[config.mk]
export PLATFORM = sky130hd
export DESIGN_NAME = field_threshold_trim_filter_cfg
export DESIGN_NICKNAME = d
export VERILOG_FILES = /design/src/pkg/field_cfg_pkg.sv /design/src/field_threshold_trim_filter_cfg.sv /design/src/field_flag_detector.sv
export VERILOG_INCLUDE_DIRS = /design/src /design/src/pkg
export SDC_FILE = /design/constraint.sdc
export NUM_CORES = 1
export LEC_CHECK = 0
export BUFFER_PORTS_ARGS = -buffer_cell sky130_fd_sc_hd__buf_4
export CORE_ASPECT_RATIO = 1.2
export CORE_MARGIN = 3
export CORE_UTILIZATION = 45
export CTS_CLUSTER_DIAMETER = 40
export CTS_CLUSTER_SIZE = 28
export DETAILED_ROUTE_END_ITERATION = 10
export SETUP_SLACK_MARGIN = 0.5
export SLEW_MARGIN = 20
export SYNTH_ARGS = -nofsm -noshare
export SYNTH_HDL_FRONTEND = slang
export SYNTH_SLANG_ARGS = --single-unit
[constraint.sdc]
create_clock -name mclk -period 8.1 [get_ports mclk]
set_input_delay 0.81 -clock mclk [delete_from_list [all_inputs] [get_ports mclk]]
set_output_delay 0.81 -clock mclk [all_outputs]
set_load 0.05 [all_outputs]
[src/pkg/field_cfg_map.svh]
// register offsets, field positions, reset values and timing figures of the field configuration block
// assumes nothing; included by the package users and the flag detector
`ifndef FIELD_CFG_MAP_SVH
`define FIELD_CFG_MAP_SVH

// register addresses on the 5-bit serial address field
`define ADDR_BIAS_TRIM       5'h02
`define ADDR_TRIM_ENABLE     5'h03
`define ADDR_FIELD_THRESHOLD 5'h06
`define ADDR_FILTER_WINDOW   5'h0E
`define ADDR_FIELD_STATUS    5'h1B

// serial command codes in the top three bits of a frame
`define SPI_CMD_READ         3'h2
`define SPI_CMD_WRITE        3'h4
`define SPI_FRAME_BITS       5'h10

// field positions
`define TRIM_X_BIT           0
`define TRIM_Y_BIT           1
`define LOW_THR_MSB          7
`define LOW_THR_LSB          5
`define HIGH_THR_MSB         4
`define HIGH_THR_LSB         2
`define STATUS_HIGH_BIT      7
`define STATUS_LOW_BIT       6

// reset values
`define RST_BIAS_TRIM        8'h00
`define RST_TRIM_ENABLE      2'h0
`define RST_LOW_THR          3'h0
`define RST_HIGH_THR         3'h7
`define RST_FILTER_WINDOW    8'h77

// range codes
`define RANGE_IN             4'h3
`define RANGE_ABOVE          4'hF
`define RANGE_BELOW          4'h0
`define RANGE_HALL_FAULT     4'h1
`define RANGE_CONFLICT       4'h9

// rising trip points in mT for codes 0 to 7, and the hysteresis
`define TRIP_MT_0            8'h1A
`define TRIP_MT_1            8'h29
`define TRIP_MT_2            8'h38
`define TRIP_MT_3            8'h46
`define TRIP_MT_4            8'h54
`define TRIP_MT_5            8'h62
`define TRIP_MT_6            8'h70
`define TRIP_MT_7            8'h7E
`define HYSTERESIS_MT        8'h06

// filter window steps, time constant base and cutoff in Hz
`define FW_BASE              8'h33
`define FW_STEP              8'h11
`define FW_STEPS             4'h8
`define TAU_BASE_US          15'h0040
`define CUTOFF_HZ_0          13'h1770
`define CUTOFF_HZ_1          13'h0BB8
`define CUTOFF_HZ_2          13'h05DC
`define CUTOFF_HZ_3          13'h02E4
`define CUTOFF_HZ_4          13'h0172
`define CUTOFF_HZ_5          13'h00B9
`define CUTOFF_HZ_6          13'h005D
`define CUTOFF_HZ_7          13'h002E
`define CUTOFF_HZ_8          13'h0017

// start-up time in microseconds per window step, and the clock rate
`define STARTUP_US_0         20'h0_01F4
`define STARTUP_US_1         20'h0_044C
`define STARTUP_US_2         20'h0_09C4
`define STARTUP_US_3         20'h0_157C
`define STARTUP_US_4         20'h0_2EE0
`define STARTUP_US_5         20'h0_6590
`define STARTUP_US_6         20'h0_DEA8
`define STARTUP_US_7         20'h1_E078
`define STARTUP_US_8         20'h4_0740
`define MCLK_MHZ             100

`endif

[src/pkg/field_cfg_pkg.sv]
// types shared by the field configuration block, its port checks and its bench
// assumes the map header supplies all numeric constants
package field_cfg_pkg;

   // per-axis bias reduction that the front end applies
   typedef struct packed {
      logic [7:0] x_amount;   // reduction on the x hall device
      logic [7:0] y_amount;   // reduction on the y hall device
   } trim_out_type;

   // filter setting as seen by the angle filter
   typedef struct packed {
      logic [3:0]  window_index;   // 0 narrowest .. 8 widest
      logic [14:0] tau_us;         // time constant in microseconds
      logic [12:0] cutoff_hz;      // cutoff frequency in hertz
   } filter_out_type;

   // serial frame receiver state
   typedef enum logic [1:0] {
      spi_idle,
      spi_shift,
      spi_done
   } spi_state_type;

endpackage

[src/field_threshold_trim_filter_cfg.sv]
// field threshold, bias trim and filter window configuration with its serial register port
// assumes spi pins and field samples are synchronous to mclk; sclk is much slower than mclk
//
// Notes on behaviour
// - bias trim amount is 8-bit, 0 to 255
// - each axis trims only when its enable set
// - both enables give equal reduction on both
// - trim amount resets to zero
// - flags assert when field leaves threshold range
// - 6 mT hysteresis between rising and falling
// - thresholds in register 6, bits 7:5, 4:2
// - codes map to 26..126 mT rising points
// - low code may exceed high code
// - status register 27: high bit 7, low 6
// - each flag drives its own output pin
// - status returned in the following transfer
// - angle output ignores both field flags
// - filter window value sets time constant, cutoff
// - start-up time follows filter window setting
// - range code 0011 in, 1111 above, 0000 below
`timescale 1ns/1ps
`include "field_cfg_map.svh"

module field_threshold_trim_filter_cfg #(
   parameter int cycles_per_us = `MCLK_MHZ   // mclk cycles per microsecond for start-up timing
) (
   input  wire logic                            mclk,
   input  wire logic                            rst,
   input  wire logic                            spi_sclk,
   input  wire logic                            spi_cs_n,
   input  wire logic                            spi_mosi,
   output logic                                 spi_miso,
   output logic                                 spi_miso_oe,
   input  wire logic                            sample_valid,
   input  wire logic [7:0]                      field_mt,
   input  wire logic                            hall_ok,
   input  wire logic [15:0]                     angle_in,
   output logic [15:0]                          angle_out,
   output logic                                 field_low_flag_pin,
   output logic                                 field_high_flag_pin,
   output field_cfg_pkg::trim_out_type          trim_out,
   output field_cfg_pkg::filter_out_type        filter_out,
   output logic                                 startup_done
);
   import field_cfg_pkg::*;

   // window step from the filter value; off-grid values fall to the step below
   function automatic logic [3:0] window_index(input logic [7:0] fw);
      logic [3:0] idx;
      idx = 4'h0;
      for (int k = 1; k <= 8; k++) begin
         if (fw >= `FW_BASE + 8'(k) * `FW_STEP) begin
            idx = 4'(k);
         end
      end
      window_index = idx;
   endfunction

   // start-up time in microseconds per window step
   function automatic logic [19:0] startup_us(input logic [3:0] idx);
      unique case (idx)
         4'h0:    startup_us = `STARTUP_US_0;
         4'h1:    startup_us = `STARTUP_US_1;
         4'h2:    startup_us = `STARTUP_US_2;
         4'h3:    startup_us = `STARTUP_US_3;
         4'h4:    startup_us = `STARTUP_US_4;
         4'h5:    startup_us = `STARTUP_US_5;
         4'h6:    startup_us = `STARTUP_US_6;
         4'h7:    startup_us = `STARTUP_US_7;
         default: startup_us = `STARTUP_US_8;   // index never exceeds 8
      endcase
   endfunction

   // cutoff frequency per window step
   function automatic logic [12:0] cutoff_hz(input logic [3:0] idx);
      unique case (idx)
         4'h0:    cutoff_hz = `CUTOFF_HZ_0;
         4'h1:    cutoff_hz = `CUTOFF_HZ_1;
         4'h2:    cutoff_hz = `CUTOFF_HZ_2;
         4'h3:    cutoff_hz = `CUTOFF_HZ_3;
         4'h4:    cutoff_hz = `CUTOFF_HZ_4;
         4'h5:    cutoff_hz = `CUTOFF_HZ_5;
         4'h6:    cutoff_hz = `CUTOFF_HZ_6;
         4'h7:    cutoff_hz = `CUTOFF_HZ_7;
         default: cutoff_hz = `CUTOFF_HZ_8;   // index never exceeds 8
      endcase
   endfunction

   // ---------------- serial port ----------------
   spi_state_type spi_state_ff;       // frame receiver state
   spi_state_type nxt_spi_state;      // next receiver state
   logic          sclk_prev_ff;       // sclk one cycle ago, for edge detection
   logic          cs_prev_ff;         // chip select one cycle ago
   logic [15:0]   rx_ff;              // incoming frame shift register
   logic [4:0]    bit_cnt_ff;         // bits taken in this frame
   logic [15:0]   tx_ff;              // outgoing shift register, msb on the pin
   logic [7:0]    reply_ff;           // byte waiting for the next transfer
   logic          miso_oe_ff;         // drive enable for the data out pin
   logic          sclk_rise;          // sampling edge inside a frame
   logic          sclk_fall;          // launching edge inside a frame
   logic          cs_fall;            // start of a frame
   logic [15:0]   frame;              // complete frame including the last bit
   logic          frame_done;         // sixteenth bit taken this cycle
   logic [2:0]    frame_cmd;          // command field
   logic [4:0]    frame_addr;         // address field
   logic [7:0]    frame_data;         // data field
   logic          wr_hit;             // write command completed

   // ---------------- configuration ----------------
   logic [7:0]    trim_amount_ff;     // bias trim amount
   logic [1:0]    trim_en_ff;         // per-axis trim enables
   logic [2:0]    low_thr_ff;         // low field threshold code
   logic [2:0]    high_thr_ff;        // high field threshold code
   logic [7:0]    fw_ff;              // filter window value
   logic [7:0]    act_amount_ff;      // trim amount in use by the front end
   logic [1:0]    act_en_ff;          // trim enables in use
   logic [2:0]    act_low_ff;         // low code in use by the comparator
   logic [2:0]    act_high_ff;        // high code in use by the comparator
   logic [7:0]    act_fw_ff;          // window in use by the filter
   logic [3:0]    act_idx;            // window step of the window in use

   // ---------------- status and timing ----------------
   logic          low_flag;           // low field alarm
   logic          high_flag;          // high field alarm
   logic [3:0]    range_code_ff;      // field range code
   logic [31:0]   startup_cnt_ff;     // cycles since reset release
   logic [31:0]   startup_limit;      // cycles the current window needs
   logic          startup_done_ff;    // front end has settled
   logic          flag_sample;        // sample accepted by the comparators
   logic [15:0]   angle_ff;           // registered angle
   trim_out_type  trim_ff;            // registered trim outputs
   filter_out_type filter_ff;         // registered filter outputs

   assign sclk_rise  = spi_sclk & ~sclk_prev_ff & ~spi_cs_n;
   assign sclk_fall  = ~spi_sclk & sclk_prev_ff & ~spi_cs_n;
   assign cs_fall    = ~spi_cs_n & cs_prev_ff;
   assign frame      = {rx_ff[14:0], spi_mosi};
   assign frame_done = (spi_state_ff == spi_shift) && sclk_rise && (bit_cnt_ff == `SPI_FRAME_BITS - 5'h1);
   assign frame_cmd  = frame[15:13];
   assign frame_addr = frame[12:8];
   assign frame_data = frame[7:0];
   assign wr_hit     = frame_done && (frame_cmd == `SPI_CMD_WRITE);

   // pin history for edge detection
   always_ff @(posedge mclk or posedge rst) begin
      if (rst) begin
         sclk_prev_ff <= 1'b0;
         cs_prev_ff   <= 1'b1;
      end else begin
         sclk_prev_ff <= spi_sclk;
         cs_prev_ff   <= spi_cs_n;
      end
   end

   // receiver state: bits past the sixteenth are ignored until chip select rises
   always_comb begin
      nxt_spi_state = spi_state_ff;
      unique case (spi_state_ff)
         spi_idle: begin
            if (!spi_cs_n) begin
               nxt_spi_state = spi_shift;
            end
         end
         spi_shift: begin
            if (spi_cs_n) begin
               nxt_spi_state = spi_idle;   // short frame is dropped
            end else if (frame_done) begin
               nxt_spi_state = spi_done;
            end
         end
         spi_done: begin
            if (spi_cs_n) begin
               nxt_spi_state = spi_idle;
            end
         end
      endcase
   end

   always_ff @(posedge mclk or posedge rst) begin
      if (rst) begin
         spi_state_ff <= spi_idle;
      end else begin
         spi_state_ff <= nxt_spi_state;
      end
   end

   // shift in on the rising edge, msb first
   always_ff @(posedge mclk or posedge rst) begin
      if (rst) begin
         rx_ff      <= 16'h0000;
         bit_cnt_ff <= 5'h00;
      end else if (spi_state_ff != spi_shift) begin
         bit_cnt_ff <= 5'h00;
      end else if (sclk_rise) begin
         rx_ff      <= frame;
         bit_cnt_ff <= bit_cnt_ff + 5'h1;
      end
   end

   // reply for the next transfer; status is snapshot when the read frame ends
   always_ff @(posedge mclk or posedge rst) begin
      if (rst) begin
         reply_ff <= 8'h00;
      end else if (frame_done) begin
         if (frame_cmd == `SPI_CMD_READ) begin
            unique case (frame_addr)
               `ADDR_BIAS_TRIM:       reply_ff <= trim_amount_ff;
               `ADDR_TRIM_ENABLE:     reply_ff <= {6'h00, trim_en_ff};
               `ADDR_FIELD_THRESHOLD: reply_ff <= {low_thr_ff, high_thr_ff, 2'h0};
               `ADDR_FILTER_WINDOW:   reply_ff <= fw_ff;
               `ADDR_FIELD_STATUS:    reply_ff <= {high_flag, low_flag, range_code_ff, 2'h0};
               default:               reply_ff <= 8'h00;   // unmapped reads return zero
            endcase
         end else begin
            reply_ff <= 8'h00;   // only a read leaves data behind
         end
      end
   end

   // shift out: first bit ready at frame start, later bits launched on falling sclk
   always_ff @(posedge mclk or posedge rst) begin
      if (rst) begin
         tx_ff      <= 16'h0000;
         miso_oe_ff <= 1'b0;
      end else begin
         miso_oe_ff <= ~spi_cs_n;
         if (cs_fall) begin
            tx_ff <= {reply_ff, 8'h00};
         end else if (sclk_fall) begin
            tx_ff <= {tx_ff[14:0], 1'b0};
         end
      end
   end

   // ---------------- configuration registers ----------------

   // trim amount and enables; full 0..255 range, no bias reduction after reset
   always_ff @(posedge mclk or posedge rst) begin
      if (rst) begin
         trim_amount_ff <= `RST_BIAS_TRIM;
         trim_en_ff     <= `RST_TRIM_ENABLE;
      end else if (wr_hit) begin
         if (frame_addr == `ADDR_BIAS_TRIM) begin
            trim_amount_ff <= frame_data;
         end
         if (frame_addr == `ADDR_TRIM_ENABLE) begin
            trim_en_ff <= {frame_data[`TRIM_Y_BIT], frame_data[`TRIM_X_BIT]};
         end
      end
   end

   // threshold codes; any order of low and high is accepted as written
   always_ff @(posedge mclk or posedge rst) begin
      if (rst) begin
         low_thr_ff  <= `RST_LOW_THR;
         high_thr_ff <= `RST_HIGH_THR;
      end else if (wr_hit && frame_addr == `ADDR_FIELD_THRESHOLD) begin
         low_thr_ff  <= frame_data[`LOW_THR_MSB:`LOW_THR_LSB];
         high_thr_ff <= frame_data[`HIGH_THR_MSB:`HIGH_THR_LSB];
      end
   end

   // filter window value
   always_ff @(posedge mclk or posedge rst) begin
      if (rst) begin
         fw_ff <= `RST_FILTER_WINDOW;
      end else if (wr_hit && frame_addr == `ADDR_FILTER_WINDOW) begin
         fw_ff <= frame_data;
      end
   end

   // settings move into use on a sample boundary, so one sample never sees a mix
   always_ff @(posedge mclk or posedge rst) begin
      if (rst) begin
         act_amount_ff <= `RST_BIAS_TRIM;
         act_en_ff     <= `RST_TRIM_ENABLE;
         act_low_ff    <= `RST_LOW_THR;
         act_high_ff   <= `RST_HIGH_THR;
         act_fw_ff     <= `RST_FILTER_WINDOW;
      end else if (sample_valid) begin
         act_amount_ff <= trim_amount_ff;
         act_en_ff     <= trim_en_ff;
         act_low_ff    <= low_thr_ff;
         act_high_ff   <= high_thr_ff;
         act_fw_ff     <= fw_ff;
      end
   end

   // per-axis reduction; both enabled gives the same cut on both axes
   always_ff @(posedge mclk or posedge rst) begin
      if (rst) begin
         trim_ff <= '0;
      end else begin
         trim_ff.x_amount <= act_en_ff[`TRIM_X_BIT] ? act_amount_ff : 8'h00;
         trim_ff.y_amount <= act_en_ff[`TRIM_Y_BIT] ? act_amount_ff : 8'h00;
      end
   end

   // filter time constant doubles per window step while cutoff halves
   assign act_idx = window_index(act_fw_ff);

   always_ff @(posedge mclk or posedge rst) begin
      if (rst) begin
         filter_ff <= '0;
      end else begin
         filter_ff.window_index <= act_idx;
         filter_ff.tau_us       <= `TAU_BASE_US << act_idx;
         filter_ff.cutoff_hz    <= cutoff_hz(act_idx);
      end
   end

   // ---------------- start-up and field flags ----------------

   // start-up length tracks the window; a write during start-up re-times it
   assign startup_limit = 32'(startup_us(window_index(fw_ff))) * 32'(cycles_per_us);

   always_ff @(posedge mclk or posedge rst) begin
      if (rst) begin
         startup_cnt_ff  <= 32'h0000_0000;
         startup_done_ff <= 1'b0;
      end else if (!startup_done_ff) begin
         startup_cnt_ff <= startup_cnt_ff + 32'h0000_0001;
         if (startup_cnt_ff + 32'h0000_0001 >= startup_limit) begin
            startup_done_ff <= 1'b1;
         end
      end
   end

   // samples before the front end settles are not trusted by the comparators
   assign flag_sample = sample_valid & startup_done_ff;

   field_flag_detector #(
      .high_side (1'b0)
   ) u_low_flag (
      .mclk         (mclk),
      .rst          (rst),
      .sample_valid (flag_sample),
      .field_mt     (field_mt),
      .thr_code     (act_low_ff),
      .flag         (low_flag)
   );

   field_flag_detector #(
      .high_side (1'b1)
   ) u_high_flag (
      .mclk         (mclk),
      .rst          (rst),
      .sample_valid (flag_sample),
      .field_mt     (field_mt),
      .thr_code     (act_high_ff),
      .flag         (high_flag)
   );

   // range code; a crossed pair of thresholds can raise both flags, shown as a separate code
   always_ff @(posedge mclk or posedge rst) begin
      if (rst) begin
         range_code_ff <= `RANGE_BELOW;
      end else begin
         if (high_flag && low_flag) begin
            range_code_ff <= `RANGE_CONFLICT;
         end else if (high_flag) begin
            range_code_ff <= `RANGE_ABOVE;
         end else if (low_flag) begin
            range_code_ff <= `RANGE_BELOW;
         end else if (hall_ok && startup_done_ff) begin
            range_code_ff <= `RANGE_IN;
         end else begin
            range_code_ff <= `RANGE_HALL_FAULT;   // front end not acquiring
         end
      end
   end

   // angle passes through untouched by any alarm state
   always_ff @(posedge mclk or posedge rst) begin
      if (rst) begin
         angle_ff <= 16'h0000;
      end else if (sample_valid) begin
         angle_ff <= angle_in;
      end
   end

   // ---------------- outputs ----------------
   assign spi_miso            = tx_ff[15];
   assign spi_miso_oe         = miso_oe_ff;
   assign field_low_flag_pin  = low_flag;
   assign field_high_flag_pin = high_flag;
   assign angle_out           = angle_ff;
   assign trim_out            = trim_ff;
   assign filter_out          = filter_ff;
   assign startup_done        = startup_done_ff;

endmodule

[src/field_flag_detector.sv]
// one field alarm flag with hysteresis, high side or low side
// assumes field samples arrive with a one-cycle valid pulse on mclk
`timescale 1ns/1ps
`include "field_cfg_map.svh"

module field_flag_detector #(
   parameter bit high_side = 1'b1   // 1: alarm above threshold, 0: alarm below
) (
   input  wire logic       mclk,
   input  wire logic       rst,
   input  wire logic       sample_valid,
   input  wire logic [7:0] field_mt,
   input  wire logic [2:0] thr_code,
   output logic            flag
);

   // rising trip point for a 3-bit code
   function automatic logic [7:0] rise_point(input logic [2:0] code);
      unique case (code)
         3'h0: rise_point = `TRIP_MT_0;
         3'h1: rise_point = `TRIP_MT_1;
         3'h2: rise_point = `TRIP_MT_2;
         3'h3: rise_point = `TRIP_MT_3;
         3'h4: rise_point = `TRIP_MT_4;
         3'h5: rise_point = `TRIP_MT_5;
         3'h6: rise_point = `TRIP_MT_6;
         3'h7: rise_point = `TRIP_MT_7;
      endcase
   endfunction

   logic [7:0] rise_mt;   // switch point on a rising field
   logic [7:0] fall_mt;   // switch point on a falling field

   assign rise_mt = rise_point(thr_code);
   assign fall_mt = rise_mt - `HYSTERESIS_MT;

   // flag only moves on a new sample; the gap between points keeps it from chattering
   always_ff @(posedge mclk or posedge rst) begin
      if (rst) begin
         flag <= 1'b0;
      end else if (sample_valid) begin
         if (high_side) begin
            // set on rising past the upper point, clear below the lower
            if (!flag && field_mt >= rise_mt) begin
               flag <= 1'b1;
            end else if (flag && field_mt < fall_mt) begin
               flag <= 1'b0;
            end
         end else begin
            // set on falling below the lower point, clear once back at the upper
            if (!flag && field_mt < fall_mt) begin
               flag <= 1'b1;
            end else if (flag && field_mt >= rise_mt) begin
               flag <= 1'b0;
            end
         end
      end
   end

endmodule

==> flow_metrics.py <==
metrics = {
    "sta": {
        "rsz0062_at_grt": "no",
        "min_period_ns": 6.902,
        "setup-violations-final": 0,
        "fmax_ghz": 0.1449,
        "hold-worst-slack_ns": 0.4795,
        "fin_setup_tns_ns": 0,
        "skew_ns": 0.01244,
        "fin_crit_sh": 0.8521,
        "drv_slew": 0,
        "max_slew.worst_pin.slew_ns": 0.9305,
        "max-slew-margin-rel": 0.3797,
        "hold_violations": 0,
    },
    "grt": {
        "gr-usage-met1": 0.2201,
        "grtUsageTotal": 0.1727,
        "met3_usage": 0.02731,
        "grt_remaining_overflow": 0,
        "grt-busiest-layer": "met2",
        "grt_pass1_wl_um": 38030,
        "grt_max_degree": 112,
        "antenna_found_initial": 0,
        "met2_usage": 0.3047,
        "grt_pass1_vias": 7905,
    },
    "cts": {
        "clock_sinks": 184,
        "post-cts-setup-buffers": 0,
        "clock_latency_ns": 0.43,
        "clkSlewWorstSetupHoldPaths_ns": 0.08,
        "clockBufferDepth": 2,
        "cts_htree_levels": 4,
        "root_buffer": "clkbuf_16",
        "cts_buffers": 17,
        "cts_resized": 0,
        "postCtsHoldBufs": 0,
        "cts_tree": "built",
    },
    "synth": {
        "synthDistinctLibCells": 63,
        "synth_warnings": 0,
        "seq_area_frac_synth": 0.4113,
        "synth_seq_cells": 184,
        "synth_edf_count": 0,
        "syn_avg_cell_area_um2": 10.36,
        "synth_commonest_cells": "165 x dfrtp_1, 123 x ha_1, 76 x nand2_1, 74 x inv_1, 67 x mux2_2",
        "synth_largest_area_cell": "dfrtp_1",
        "syn_area_mm2": 0.01125,
        "yosysMostFrequentCell": "dfrtp_1",
        "synth_ff_type": "dfrtp_1",
        "yosys-top-cells-area": "dfrtp_1 37%, ha_1 14%, mux2_2 6.7%, dfstp_2 4.4%, xnor2_1 3.5%",
        "synthArstFlopShare": 1.000,
        "synthCells": 1086,
        "yosysTopAreaCellShare": 0.3670,
    },
    "setup_path": {
        "worstPathMaxFanout": 13,
        "r2r_cells": 27,
        "path_class": "reg -> reg",
        "worstPathArrival_ns": 7.21,
        "startpoint_type": "register",
        "endpoint_kind": "register",
        "required_ns": 8.41,
    },
    "power_and_ir_drop": {
        "p_total_w": 0.001999,
        "irDropWorstVdd_uv": 121.5,
        "p_leak_nw": 6.286,
        "powerDensity_mw_per_mm2": 156.3,
    },
    "final_layout": {
        "diodes": 0,
        "nets": 1331,
        "drive_gt1_frac": 0.1959,
        "area_delta_synth_final_pct": 13.64,
        "fin_cells": 1499,
        "fin_util": 0.5266,
    },
    "routing": {
        "wl_um": 22190,
        "drt-pass1-iter-count": 5,
        "antenna_left": 0,
        "routedWlPerCell_um": 14.80,
        "viasPerCell": 5.133,
        "num_vias": 7694,
        "drt_iter0_markers": 341,
        "drcViolationCount": 0,
    },
    "floorplan": {
        "io_pins": 100,
        "die_h_um": 179.2,
        "core_mm2": 0.02428,
        "start_util": 0.4634,
        "num_rows": 62,
        "die_area_mm2": 0.02695,
        "die_w_um": 150.4,
    },
    "run": {
        "maxCapViolations": 0,
    },
    "placement": {
        "dpl.cell_count": 1467,
        "place_congestion": 0.7981,
        "dp_hpwl_um": 16610,
        "numPortBuffers": 93,
    },
    "status": {
        "status": "complete, no violations",
    },
    "hold_path": {
        "hold_class": "reg -> reg",
        "hold_depth": 2,
    },
}
[logic make-up after synthesis]
kind of cell    Yosys count  synth area share
simple gates            290            0.1298
compound gates          186            0.1037
flops                   184            0.4113
fa+ha+maj               134            0.1563
buf+inv                 116           0.04270
mux                      89           0.08929
xor+xnor                 85           0.06616
other cells               2         0.0006674
[per-stage QoR]
stage / instance area (um^2) / setup slack, ns
after CTS: 12790 / 1.204
after floorplan: 11270 / 2.110
after detailed placement: 12210 / 1.203
final: 12790 / 1.198
after global routing: 12790 / 0.5473
after global placement: 12210 / 1.385
[layout make-up]
class / instances / area, um^2
flip-flops and latches: 184 / 4628
inverters: 74 / 285.3
well taps: 320 / 400.4
clock inverters: 14 / 150.1
clock buffers: 18 / 429.2
multi-input cells: 792 / 6166
fillers: 2198 / 11490
repair buffers: 97 / 728.2
[worst max-delay path, stage by stage, from the launching register on]
cell	delay, ns
dfrtp_1	0.49
a31o_2	0.26
a41o_1	0.32
inv_1	0.32
o211ai_1	0.14
a21oi_1	0.68
inv_1	0.20
ha_1	0.43
nor2_1	0.11
a21oi_1	0.20
inv_1	0.07
ha_1	0.29
ha_1	0.29
ha_1	0.32
fa_1	0.49
a211oi_1	0.29
o21ai_0	0.25
nand2_1	0.11
nand2_1	0.05
a21oi_1	0.18
xor2_1	0.18
ha_1	0.26
o21ai_0	0.15
nor2_1	0.06
o41ai_1	0.26
a21oi_1	0.11
a211oi_1	0.18
nand3_1	0.10
[cells in the final DEF (no fill, tap or decap), types with 7 or more instances in the layout]
master and instances:
inv_1 73, nor2_1 63, buf_4 97, a21o_1 11, and3_1 9, nand2b_1 13, mux2_2 67, xnor2_1 45
fa_1 11, dfstp_2 19, mux2i_1 16, xor2_1 40, nor2b_1 14, o21a_1 12, o21ai_0 52, nand3_1 21
inv_8 7, ha_1 123, conb_1 8, o211ai_1 7, a21oi_1 48, nor3_1 26, nand4_1 11, and2_1 28
clkbuf_16 17, nand2_1 76, dfrtp_1 165, o21bai_1 8
[where the power goes]
part | leakage [nW] | internal [W] | switching (W) | total, W
sequential | 2.39 | 0.000956 | 0.0000441 | 0.00100
combinational | 3.61 | 0.0000768 | 0.000105 | 0.000181
clock | 0.279 | 0.000416 | 0.000402 | 0.000817
[per-layer routing]
layer / vias up / share of wire / wire length [um]
li1: 3917 / - / -
met1: 3684 / 0.45 / 10090
met2: 77 / 0.51 / 11350
met3: 16 / 0.022 / 499
met4: 0 / 0.011 / 251
met5: - / 0 / 0
[flip-flops by register name, indices dropped and copies added (netlist names), 3 cells and up]
name / count
tx_ff: 8
trim_amount_ff: 8
fw_ff: 8
range_code_ff: 4
angle_out: 16
rx_ff: 15
trim_out: 16
act_low_ff: 3
filter_out: 24
low_thr_ff: 3
act_high_ff: 3
high_thr_ff: 3
act_amount_ff: 8
bit_cnt_ff: 5
act_fw_ff: 8
startup_cnt_ff: 32
reply_ff: 8
[worst paths after layout]
path	start	to	slack [ns]
max	fw_ff[3]$_DFFE_PP0P_	startup_done$_DFF_PP0_	1.20
min	reply_ff[6]$_DFFE_PP0P_	tx_ff[14]$_DFFE_PP0P_	0.48
max reg2reg	fw_ff[3]$_DFFE_PP0P_	startup_done$_DFF_PP0_	1.20
min reg2reg	reply_ff[6]$_DFFE_PP0P_	tx_ff[14]$_DFFE_PP0P_	0.48
max in group asynchronous	rst	act_low_ff[0]$_DFFE_PP0P_	6.12
min in group asynchronous	rst	angle_out[15]$_DFFE_PP0P_	0.50
No activity file was read; power rests on OpenSTA's default activity.
